`config.mk`:
```
export PLATFORM = sky130hd
export DESIGN_NAME = pfp_fault_prot
export DESIGN_NICKNAME = d
export VERILOG_FILES = /design/src/verilog/pfp_pkg.sv /design/src/verilog/pfp_dly.sv /design/src/verilog/pfp_fault_prot.sv
export SDC_FILE = /design/constraint.sdc
export NUM_CORES = 2
export LEC_CHECK = 0
export ABC_AREA = 0
export BUFFER_PORTS_ARGS = -buffer_cell sky130_fd_sc_hd__buf_2
export CORE_MARGIN = 4
export CORE_UTILIZATION = 45
export DETAILED_ROUTE_END_ITERATION = 16
export PLACE_DENSITY_LB_ADDON = 0.25
export SLEW_MARGIN = 20
export SYNTH_ARGS = -nofsm -noshare
export SYNTH_HDL_FRONTEND = slang
export SYNTH_SLANG_ARGS = --single-unit
```
`constraint.sdc`:
```
create_clock -name CORE_CLK -period 16.4 [get_ports CORE_CLK]
set_input_delay 1.64 -clock CORE_CLK [delete_from_list [all_inputs] [get_ports CORE_CLK]]
set_output_delay 1.64 -clock CORE_CLK [all_outputs]
set_load 0.01 [all_outputs]
```
`src/verilog/pfp_pkg.sv`:
```
// Purpose: Shared constants of the regulator fault-protection block
// Assumes: 25 MHz core clock; measurements in mV, mA and whole degrees C
// Notes:   Offsets are byte addresses on the AHB-Lite slave
package pfp_pkg;

  ////////////////////////////////////////////////////////////////////////
  // Timing
  localparam int CLK_HZ        = 25_000_000;
  localparam int DLY_US        = 6;
  localparam int DLY_CYC       = DLY_US * (CLK_HZ / 1_000_000);
  localparam logic [7:0] DLY_LAST = 8'(DLY_CYC - 1);
  localparam int RETRY_MS      = 130;
  localparam int RETRY_CYC_DEF = RETRY_MS * (CLK_HZ / 1000);

  ////////////////////////////////////////////////////////////////////////
  // Register offsets
  localparam logic [7:0] OFF_CTRL  = 8'h00;
  localparam logic [7:0] OFF_STAT  = 8'h04;
  localparam logic [7:0] OFF_IRQS  = 8'h08;
  localparam logic [7:0] OFF_IRQC  = 8'h0C;
  localparam logic [7:0] OFF_IRQE  = 8'h10;

  // Control fields and reset value (OC 150 %, OV 130 %, UV 75 %, PG 90 %)
  localparam int OC_LSB  = 0;
  localparam int OV_LSB  = 4;
  localparam int UV_LSB  = 6;
  localparam int PG_BIT  = 8;
  localparam int LAT_LSB = 9;
  localparam int TRK_BIT = 14;
  localparam logic [14:0] CTRL_RST = 15'h002A;

  // Fault and event indices
  localparam int F_OC  = 0;
  localparam int F_OV  = 1;
  localparam int F_UV  = 2;
  localparam int F_OT  = 3;
  localparam int F_TRK = 4;
  localparam int E_WRN = 5;
  localparam int E_PG  = 6;

  ////////////////////////////////////////////////////////////////////////
  // Thresholds, percent of rating or setpoint, else in mV or degrees C
  localparam logic [23:0] PCT_SCALE = 24'h000064;
  localparam logic [3:0]  OC_MAX    = 4'hA;
  localparam logic [7:0]  OC_BASE   = 8'h3C;
  localparam logic [7:0]  OC_STEP   = 8'h09;
  localparam logic [1:0]  OV_MAX    = 2'h2;
  localparam logic [7:0]  OV_BASE   = 8'h6E;
  localparam logic [7:0]  OV_STEP   = 8'h0A;
  localparam logic [15:0] OV_FLOOR  = 16'h03E8;
  localparam logic [1:0]  UV_MAX    = 2'h2;
  localparam logic [7:0]  UV_BASE   = 8'h4B;
  localparam logic [7:0]  UV_STEP   = 8'h05;
  localparam logic [7:0]  PG_LO0    = 8'h5A;
  localparam logic [7:0]  PG_LO1    = 8'h5F;
  localparam logic [7:0]  PG_HI     = 8'h6E;
  localparam logic [15:0] TRK_MV    = 16'h00FA;
  localparam logic [7:0]  OT_OFF_C  = 8'h82;
  localparam logic [7:0]  OT_ON_C   = 8'h78;
  localparam logic [7:0]  WRN_ON_C  = 8'h78;
  localparam logic [7:0]  WRN_OFF_C = 8'h75;

  typedef enum logic [1:0] {
    ST_RUN   = 2'b00,
    ST_RETRY = 2'b01,
    ST_LATCH = 2'b10
  } pfp_state_t;

endpackage
```
`src/verilog/pfp_dly.sv`:
```
// Purpose: Qualifies one condition: output follows after a steady 6 us
// Assumes: Input comes from logic on the same clock
// Notes:   A glitch shorter than the delay is dropped in either direction
`timescale 1ns/1ps
module pfp_dly
  import pfp_pkg::*;
(
  // Clock and reset
  input  wire logic clk,
  input  wire logic rst_n,
  // Condition
  input  wire logic raw,
  output logic      out_q
);

  logic [7:0] cnt_q;
  wire        diff = raw != out_q;
  wire        done = cnt_q == DLY_LAST;

  ////////////////////////////////////////////////////////////////////////
  // Count cycles of disagreement, take the new level at the end
  always_ff @(posedge clk or negedge rst_n) begin
    if (!rst_n) begin
      cnt_q <= 8'h00;
      out_q <= 1'b0;
    end else begin
      cnt_q <= (diff && !done) ? cnt_q + 8'h01 : 8'h00;
      if (diff && done) begin
        out_q <= raw;
      end
    end
  end
endmodule

```
`src/verilog/pfp_fault_prot.sv`:
```
// Purpose: Fault protection, warning and power-good supervision of a
//          step-down regulator, with an AHB-Lite register slave
// Assumes: Measurements come from logic on CORE_CLK; ENABLE is a pin
// Notes:   Slave inserts one wait state on every transfer
// How it works
// - Per-fault latching or 130 ms periodic retry
// - Overcurrent 60..150 % in 11 steps, default 150
// - Overvoltage 110..130 % in 10 % steps, default 130
// - Overvoltage trip level never below one volt
// - Undervoltage 75..85 % in 5 % steps, default 75
// - Voltage, temperature, tracking trips act after 6 us
// - Off at 130 C, restart only at 120 C
// - Tracking off by default, latching or retry
// - Tracking trips beyond 250 mV while ramping up
// - Warning at 120 C, clears 3 C lower
// - Warning asserted 6 us after threshold
// - Power good inside 90/95..110 % window
// - Power good changes 6 us after crossing
`timescale 1ns/1ps
module pfp_fault_prot
  import pfp_pkg::*;
#(
  parameter int RETRY_CYC = RETRY_CYC_DEF
)(
  // Clock and reset
  input  wire logic        CORE_CLK,
  input  wire logic        RESETN,
  // AHB-Lite slave
  input  wire logic        HSEL,
  input  wire logic [31:0] HADDR,
  input  wire logic [1:0]  HTRANS,
  input  wire logic        HWRITE,
  input  wire logic [2:0]  HSIZE,
  input  wire logic [31:0] HWDATA,
  input  wire logic        HREADY,
  output logic      [31:0] HRDATA,
  output logic             HREADYOUT,
  output logic             HRESP,
  // Module enable pin and ramp flag
  input  wire logic        ENABLE,
  input  wire logic        RAMPING,
  // Measurements and targets
  input  wire logic [15:0] VOUT_MV,
  input  wire logic [15:0] VSET_MV,
  input  wire logic [15:0] VTRACK_MV,
  input  wire logic [15:0] IOUT_MA,
  input  wire logic [15:0] IRATED_MA,
  input  wire logic [7:0]  TEMP_C,
  // Results
  output logic             TURN_OFF,
  output logic             POWER_GOOD_OUTPUT,
  output logic             OT_WARN,
  output logic             IRQ
);

  // Retry period must exceed the 150-cycle qualifier, else a stale flag retrips
  localparam logic [21:0] RETRY_LAST = 22'(RETRY_CYC - 1);

  ////////////////////////////////////////////////////////////////////////
  // Enable pin synchroniser
  logic en_m_q;
  logic en_s_q;

  always_ff @(posedge CORE_CLK or negedge RESETN) begin
    if (!RESETN) begin
      en_m_q <= 1'b0;
      en_s_q <= 1'b0;
    end else begin
      en_m_q <= ENABLE;
      en_s_q <= en_m_q;
    end
  end

  ////////////////////////////////////////////////////////////////////////
  // Bus address phase capture; HSIZE is ignored, words only
  logic       ph_q;
  logic       wr_q;
  logic [7:0] adr_q;
  wire        take = HSEL && HREADY && HTRANS[1];

  always_ff @(posedge CORE_CLK or negedge RESETN) begin
    if (!RESETN) begin
      ph_q      <= 1'b0;
      wr_q      <= 1'b0;
      adr_q     <= 8'h00;
      HREADYOUT <= 1'b1;
      HRESP     <= 1'b0;
    end else begin
      ph_q      <= take;
      HREADYOUT <= !take; // One wait state lets read data leave a flop
      HRESP     <= 1'b0;
      if (take) begin
        wr_q  <= HWRITE;
        adr_q <= HADDR[7:0];
      end
    end
  end

  // Register decode
  wire wr_ctrl  = ph_q && wr_q && adr_q == OFF_CTRL;
  wire wr_irqc  = ph_q && wr_q && adr_q == OFF_IRQC;
  wire wr_irqe  = ph_q && wr_q && adr_q == OFF_IRQE;
  wire rd_go    = ph_q && !wr_q;

  ////////////////////////////////////////////////////////////////////////
  // Software-written registers
  logic [14:0] ctrl_q;
  logic [6:0]  ien_q;

  always_ff @(posedge CORE_CLK or negedge RESETN) begin
    if (!RESETN) begin
      ctrl_q <= CTRL_RST;
      ien_q  <= 7'h00;
    end else begin
      if (wr_ctrl) begin
        ctrl_q <= HWDATA[14:0];
      end
      if (wr_irqe) begin
        ien_q <= HWDATA[6:0];
      end
    end
  end

  // Field selects, out-of-range codes clamp to the top step
  wire [3:0] oc_raw  = ctrl_q[OC_LSB +: 4];
  wire [3:0] oc_sel  = (oc_raw > OC_MAX) ? OC_MAX : oc_raw;
  wire [1:0] ov_sel  = (ctrl_q[OV_LSB +: 2] > OV_MAX) ? OV_MAX : ctrl_q[OV_LSB +: 2];
  wire [1:0] uv_sel  = (ctrl_q[UV_LSB +: 2] > UV_MAX) ? UV_MAX : ctrl_q[UV_LSB +: 2];
  wire [4:0] lat_sel = ctrl_q[LAT_LSB +: 5];
  wire       trk_en  = ctrl_q[TRK_BIT];

  // Percent levels
  wire [7:0] oc_pct = OC_BASE + OC_STEP * {4'h0, oc_sel};
  wire [7:0] ov_pct = OV_BASE + OV_STEP * {6'h00, ov_sel};
  wire [7:0] uv_pct = UV_BASE + UV_STEP * {6'h00, uv_sel};
  wire [7:0] pg_pct = ctrl_q[PG_BIT] ? PG_LO1 : PG_LO0;

  ////////////////////////////////////////////////////////////////////////
  // Comparisons scaled by 100 so no divider is needed
  wire [23:0] v_x100 = {8'h00, VOUT_MV} * PCT_SCALE;
  wire [23:0] i_x100 = {8'h00, IOUT_MA} * PCT_SCALE;
  wire [23:0] oc_lim = {8'h00, IRATED_MA} * {16'h0000, oc_pct};
  wire [23:0] ov_lim = {8'h00, VSET_MV} * {16'h0000, ov_pct};
  wire [23:0] uv_lim = {8'h00, VSET_MV} * {16'h0000, uv_pct};
  wire [23:0] pg_lo  = {8'h00, VSET_MV} * {16'h0000, pg_pct};
  wire [23:0] pg_hi  = {8'h00, VSET_MV} * {16'h0000, PG_HI};

  // Tracking error magnitude
  wire [15:0] trk_dev = (VOUT_MV >= VTRACK_MV) ? VOUT_MV - VTRACK_MV : VTRACK_MV - VOUT_MV;

  // Protection is armed only while the output is commanded on
  pfp_state_t st_q;
  pfp_state_t st_d;
  wire        armed = en_s_q && st_q == ST_RUN;

  // Raw conditions; sink current never trips overcurrent
  logic [6:0] raw;
  logic       wrn_q;
  assign raw[F_OC]  = armed && !IOUT_MA[15] && i_x100 > oc_lim;
  assign raw[F_OV]  = armed && v_x100 > ov_lim && VOUT_MV > OV_FLOOR;
  assign raw[F_UV]  = armed && !RAMPING && v_x100 < uv_lim;
  assign raw[F_OT]  = armed && TEMP_C >= OT_OFF_C;
  assign raw[F_TRK] = armed && trk_en && RAMPING && trk_dev > TRK_MV;
  assign raw[E_WRN] = wrn_q;
  assign raw[E_PG]  = v_x100 >= pg_lo && v_x100 <= pg_hi;

  // Warning with hysteresis, always active
  always_ff @(posedge CORE_CLK or negedge RESETN) begin
    if (!RESETN) begin
      wrn_q <= 1'b0;
    end else if (TEMP_C >= WRN_ON_C) begin
      wrn_q <= 1'b1;
    end else if (TEMP_C <= WRN_OFF_C) begin
      wrn_q <= 1'b0;
    end
  end

  ////////////////////////////////////////////////////////////////////////
  // One 6 us qualifier per condition
  logic [6:0] flt;

  genvar gi;
  generate
    for (gi = 0; gi < 7; gi++) begin : g_dly
      pfp_dly u_dly (
        .clk   (CORE_CLK),
        .rst_n (RESETN),
        .raw   (raw[gi]),
        .out_q (flt[gi])
      );
    end
  endgenerate

  wire [4:0] new_trip = (st_q == ST_RUN) ? flt[4:0] : 5'h00;

  ////////////////////////////////////////////////////////////////////////
  // Shutdown state machine
  logic [21:0] cnt_q;
  logic [21:0] cnt_d;
  logic [4:0]  fault_q;
  logic [4:0]  fault_d;
  wire         ot_hot = fault_q[F_OT] && TEMP_C > OT_ON_C;

  always_comb begin
    st_d    = st_q;
    cnt_d   = cnt_q;
    fault_d = fault_q;
    unique case (st_q)
      ST_RUN: begin
        if (|new_trip) begin
          fault_d = new_trip;
          cnt_d   = 22'h000000;
          st_d    = (|(new_trip & lat_sel)) ? ST_LATCH : ST_RETRY;
        end
      end
      ST_RETRY: begin
        if (cnt_q != RETRY_LAST) begin
          cnt_d = cnt_q + 22'h000001;
        end else if (!ot_hot) begin
          st_d    = ST_RUN;
          fault_d = 5'h00;
        end
      end
      ST_LATCH: begin
        if (!en_s_q) begin
          st_d    = ST_RUN;
          fault_d = 5'h00;
        end
      end
      default: begin
        st_d = ST_RUN;
      end
    endcase
  end

  always_ff @(posedge CORE_CLK or negedge RESETN) begin
    if (!RESETN) begin
      st_q    <= ST_RUN;
      cnt_q   <= 22'h000000;
      fault_q <= 5'h00;
    end else begin
      st_q    <= st_d;
      cnt_q   <= cnt_d;
      fault_q <= fault_d;
    end
  end

  ////////////////////////////////////////////////////////////////////////
  // Interrupt status: set wins over a clear in the same cycle
  logic [6:0] irq_q;
  wire  [6:0] ev;
  wire  [6:0] clr = wr_irqc ? HWDATA[6:0] : 7'h00;
  wire  [6:0] irq_d = (irq_q & ~clr) | ev;

  assign ev[4:0]  = new_trip;
  assign ev[E_WRN] = flt[E_WRN] && !OT_WARN;
  assign ev[E_PG]  = flt[E_PG] != POWER_GOOD_OUTPUT;

  always_ff @(posedge CORE_CLK or negedge RESETN) begin
    if (!RESETN) begin
      irq_q <= 7'h00;
      IRQ   <= 1'b0;
    end else begin
      irq_q <= irq_d;
      IRQ   <= |(irq_d & ien_q);
    end
  end

  ////////////////////////////////////////////////////////////////////////
  // Output flops
  always_ff @(posedge CORE_CLK or negedge RESETN) begin
    if (!RESETN) begin
      TURN_OFF          <= 1'b0;
      POWER_GOOD_OUTPUT <= 1'b0;
      OT_WARN           <= 1'b0;
    end else begin
      TURN_OFF          <= st_d != ST_RUN;
      POWER_GOOD_OUTPUT <= flt[E_PG];
      OT_WARN           <= flt[E_WRN];
    end
  end

  // Read data mux; unmapped offsets read zero
  wire [31:0] stat_w = {23'h000000, TURN_OFF, st_q == ST_LATCH,
                        POWER_GOOD_OUTPUT, OT_WARN, fault_q};
  wire [31:0] rd_mux =
    (adr_q == OFF_CTRL) ? {17'h00000, ctrl_q} :
    (adr_q == OFF_STAT) ? stat_w :
    (adr_q == OFF_IRQS) ? {25'h0000000, irq_q} :
    (adr_q == OFF_IRQE) ? {25'h0000000, ien_q} : 32'h00000000;

  always_ff @(posedge CORE_CLK or negedge RESETN) begin
    if (!RESETN) begin
      HRDATA <= 32'h00000000;
    end else if (rd_go) begin
      HRDATA <= rd_mux;
    end
  end
endmodule

```
==> metrics.txt <==
Worst EP arrival=10,090 ps; multi-input combinational cell area=0.0234 mm²; Die Span X=265 µm; vias in the first global route=23,338; ANT nets after route=0; xor/xnor share of the synthesized area=5.40%; EDFF count, synth=0; Post-Place Setup Slack=6500 ps; FFs w/ async S/R, synth=100%; total global-route track usage=19.3%; commonest non-fill, non-tap cell in the layout=inv_1; vias after detailed routing=22,835; hold buffers post-CTS=0; Vias/cell=5.26; total die area=0.0702 mm²; cells on worst reg2reg path=35; sequential element share of the synthesized area=13.0%; worst slew margin relative to its limit=29.5%; compound-cell area share of the yosys netlist=11.7%; fraction of final layout cells with drive strength greater than 1=7.81%; internal power=2.10 mW; Setup Total Neg Slack=0 ps; number of buffers added by the clock tree synthesis step=17; main combinational cell family by area after synthesis=adder cells; Routed Wire Length=66.7 mm; PostCTS Resize Cnt=0; storage element area=0.00386 mm²; Layout Area Growth over Synthesis=7.44%; cell area power density=128 mW/mm²; Leakage Power=16.5 nW; largest vdd supply drop=0.0922 mV; I/O pin total=202; crit share post-route=59.9%; Iteration-0 DRC Markers=1,200; wire length of the first global-routing pass=114 mm; start-to-end type of the worst setup path=reg -> reg; CTS H-Tree Depth=4; largest fanout of any net on the critical path=21; R2R Setup Slk=6580 ps; Placement Rows=93; Switching Share=48.7%; summed instance area of the synthesized netlist=0.0297 mm²; Buffers on Ports=138; share of cell area taken by muxes after synthesis=1.72%; least setup slack across all paths after layout=6580 ps; clock latency at the later pin of the worst-skew pair=420 ps; placeable core region=0.0649 mm²; Initial Util=45.7%; Synth Area in Adders=43.5%; flop and latch count out of synthesis=154; Least-Margin Pin Slew=1060 ps; endpoint of the lowest-slack register-to-register path=g_dly[0].u_dly.cnt_q[2]$_DFF_PN0_; count of endpoints failing setup in the final report=0; per-cell routed wire length=15.4 µm; commonest cells after routing, fill and taps aside=556 x inv_1, 529 x ha_1, 314 x fa_1; Synth Flop Type=dfrtp_1; Worst Hold Launch=en_m_q$_DFF_PN0_; sink count of the clock tree=154; worst hold path cell count=0; Die Y-Extent=265 µm; fin crit period=9820 ps; beginning of the worst register-to-register path=ctrl_q[3]$_DFFE_PN1P_; Reg power frac=11.7%; average instance area after synthesis=8.86 µm²; Yosys cell types=82; routability cong.=0.860; Fin Clk Skew=10.4 ps; portion of total power attributed to the clock network=9.3%; buffer and inverter count on the worst path=4; DPL Wire Length=55.6 mm; total number of nets in the final design=4,478; Critical Path End Type=flop; number of warnings reported in the yosys synthesis log=0; outcome=finished, final reports clean; final global-route overflow total=0; required time of the critical path=16,670 ps; unrepaired setup endpoints after global routing=no; clock tree from TritonCTS=done; crit path max-delay cell type=dfstp_2; Post CTS Setup Buffer Count=0; end of the worst hold path=en_s_q$_DFF_PN0_; net switching power figure=1.99 mW; DRC Markers=0; achievable frequency=102 MHz; CP Launch Type=flop; area share of and/or/nand/nor cells after synthesis=16.2%; # Max-Cap Violations=0; buffer levels on the longest clock path=2; critical path's largest stage delay=760 ps; Final Hold Violating Endpoints=0; instance count of the mapped netlist=3,353; maximum number of pins on one net before global-route repair=104; combinational share of power=79.0%; kind of cell with the highest combined delay on the critical path=adder cells; Max Transition Viols Final=0; Root Driver=clkbuf_16; fill cell count=6,313; classification of the worst-slack hold path=reg -> reg; number of antenna violations at the first check in global routing=3; clock-pin slew of the registers on the worst-case setup and hold paths=60 ps; TritonRoute pass-1 iters=5
## final cells by class
class	instances	share of cell area (%)
multi-input cells	2578	73.4
diodes	2	0.0157
flip-flops and latches	154	12.1
inverters	556	6.54
well taps	855	3.35
repair buffers	164	2.80
clock buffers	24	1.54
clock inverters	8	0.263
## sequential cells by signal, summed over array words and instances, names as in the netlist, 2 cells and up
register           cells
g_dly.u_dly.cnt_q     56
cnt_q                 22
HRDATA                15
ctrl_q                15
adr_q                  8
g_dly.u_dly.out_q      7
ien_q                  7
irq_q                  7
fault_q                5
st_q                   2
## synth_stat cells (37+ instances only)
cell type	number	share of area (%)
mux2_2	37	1.4
xnor2_1	95	2.8
and2_1	159	3.3
nand3_1	87	1.5
fa_1	314	21
ha_1	529	22
nand4_1	47	0.99
a21oi_1	140	2.4
o21ai_0	106	1.8
clkbuf_1	48	0.61
inv_1	556	7.0
xor2_1	88	2.6
nor2_1	183	2.3
nor3_1	65	1.1
a21o_1	69	1.7
nand2b_1	47	0.99
nand2_1	239	3.0
dfrtp_1	150	13
## worst max-delay path by stage
stage / from / to / slack (ps) / depth (start not counted)
after floorplan: ctrl_q[3]$_DFFE_PN1P_ / g_dly[0].u_dly.cnt_q[2]$_DFF_PN0_ / 8180 / 34
after global placement: VSET_MV[6] / g_dly[6].u_dly.cnt_q[4]$_DFF_PN0_ / 6550 / 25
after detailed placement: VSET_MV[6] / g_dly[6].u_dly.cnt_q[5]$_DFF_PN0_ / 6500 / 25
after CTS: ctrl_q[3]$_DFFE_PN1P_ / g_dly[0].u_dly.cnt_q[2]$_DFF_PN0_ / 6520 / 35
after global routing: ctrl_q[3]$_DFFE_PN1P_ / g_dly[0].u_dly.cnt_q[2]$_DFF_PN0_ / 5800 / 35
final: ctrl_q[3]$_DFFE_PN1P_ / g_dly[0].u_dly.cnt_q[2]$_DFF_PN0_ / 6580 / 35
## metrics by stage
stage	instances	utilization (%)	cell area [µm²]	total power, mW	hold slack (ps)
after CTS	4339	49.1	31900	4.14	367
final	4341	49.1	31900	4.09	367
after global routing	4340	49.1	31900	4.67	368
after global placement	4307	48.2	31300	3.69	347
after floorplan	3371	-	29800	3.01	331
after detailed placement	4307	48.2	31300	3.73	352
## cells by family (layout without fill, tap and decap cells)
group / after synthesis / after routing
mux: 46 / 46
buf+inv: 639 / 752
flops: 154 / 154
compound gates: 528 / 528
other cells: 1 / 21
xor+xnor: 183 / 183
fa+ha+maj: 843 / 843
simple gates: 959 / 959
## power groups by stage
stage	Combinational (mW)	Sequential (mW)	Clock, mW
after CTS	3.27	0.477	0.390
final	3.23	0.478	0.381
after detailed placement	3.25	0.484	0
after global placement	3.21	0.483	0
after global routing	3.78	0.486	0.405
after floorplan	2.54	0.470	0
## routing by layer
layer,track usage (%),vias to the layer above,share of wire [%]
met1,26.2,11046,46
met4,3.31,0,1.6
met2,34.3,310,49
met3,1.47,61,2.7
met5,0,-,0
li1,-,11418,-
Power figures use the tool's default switching activity.
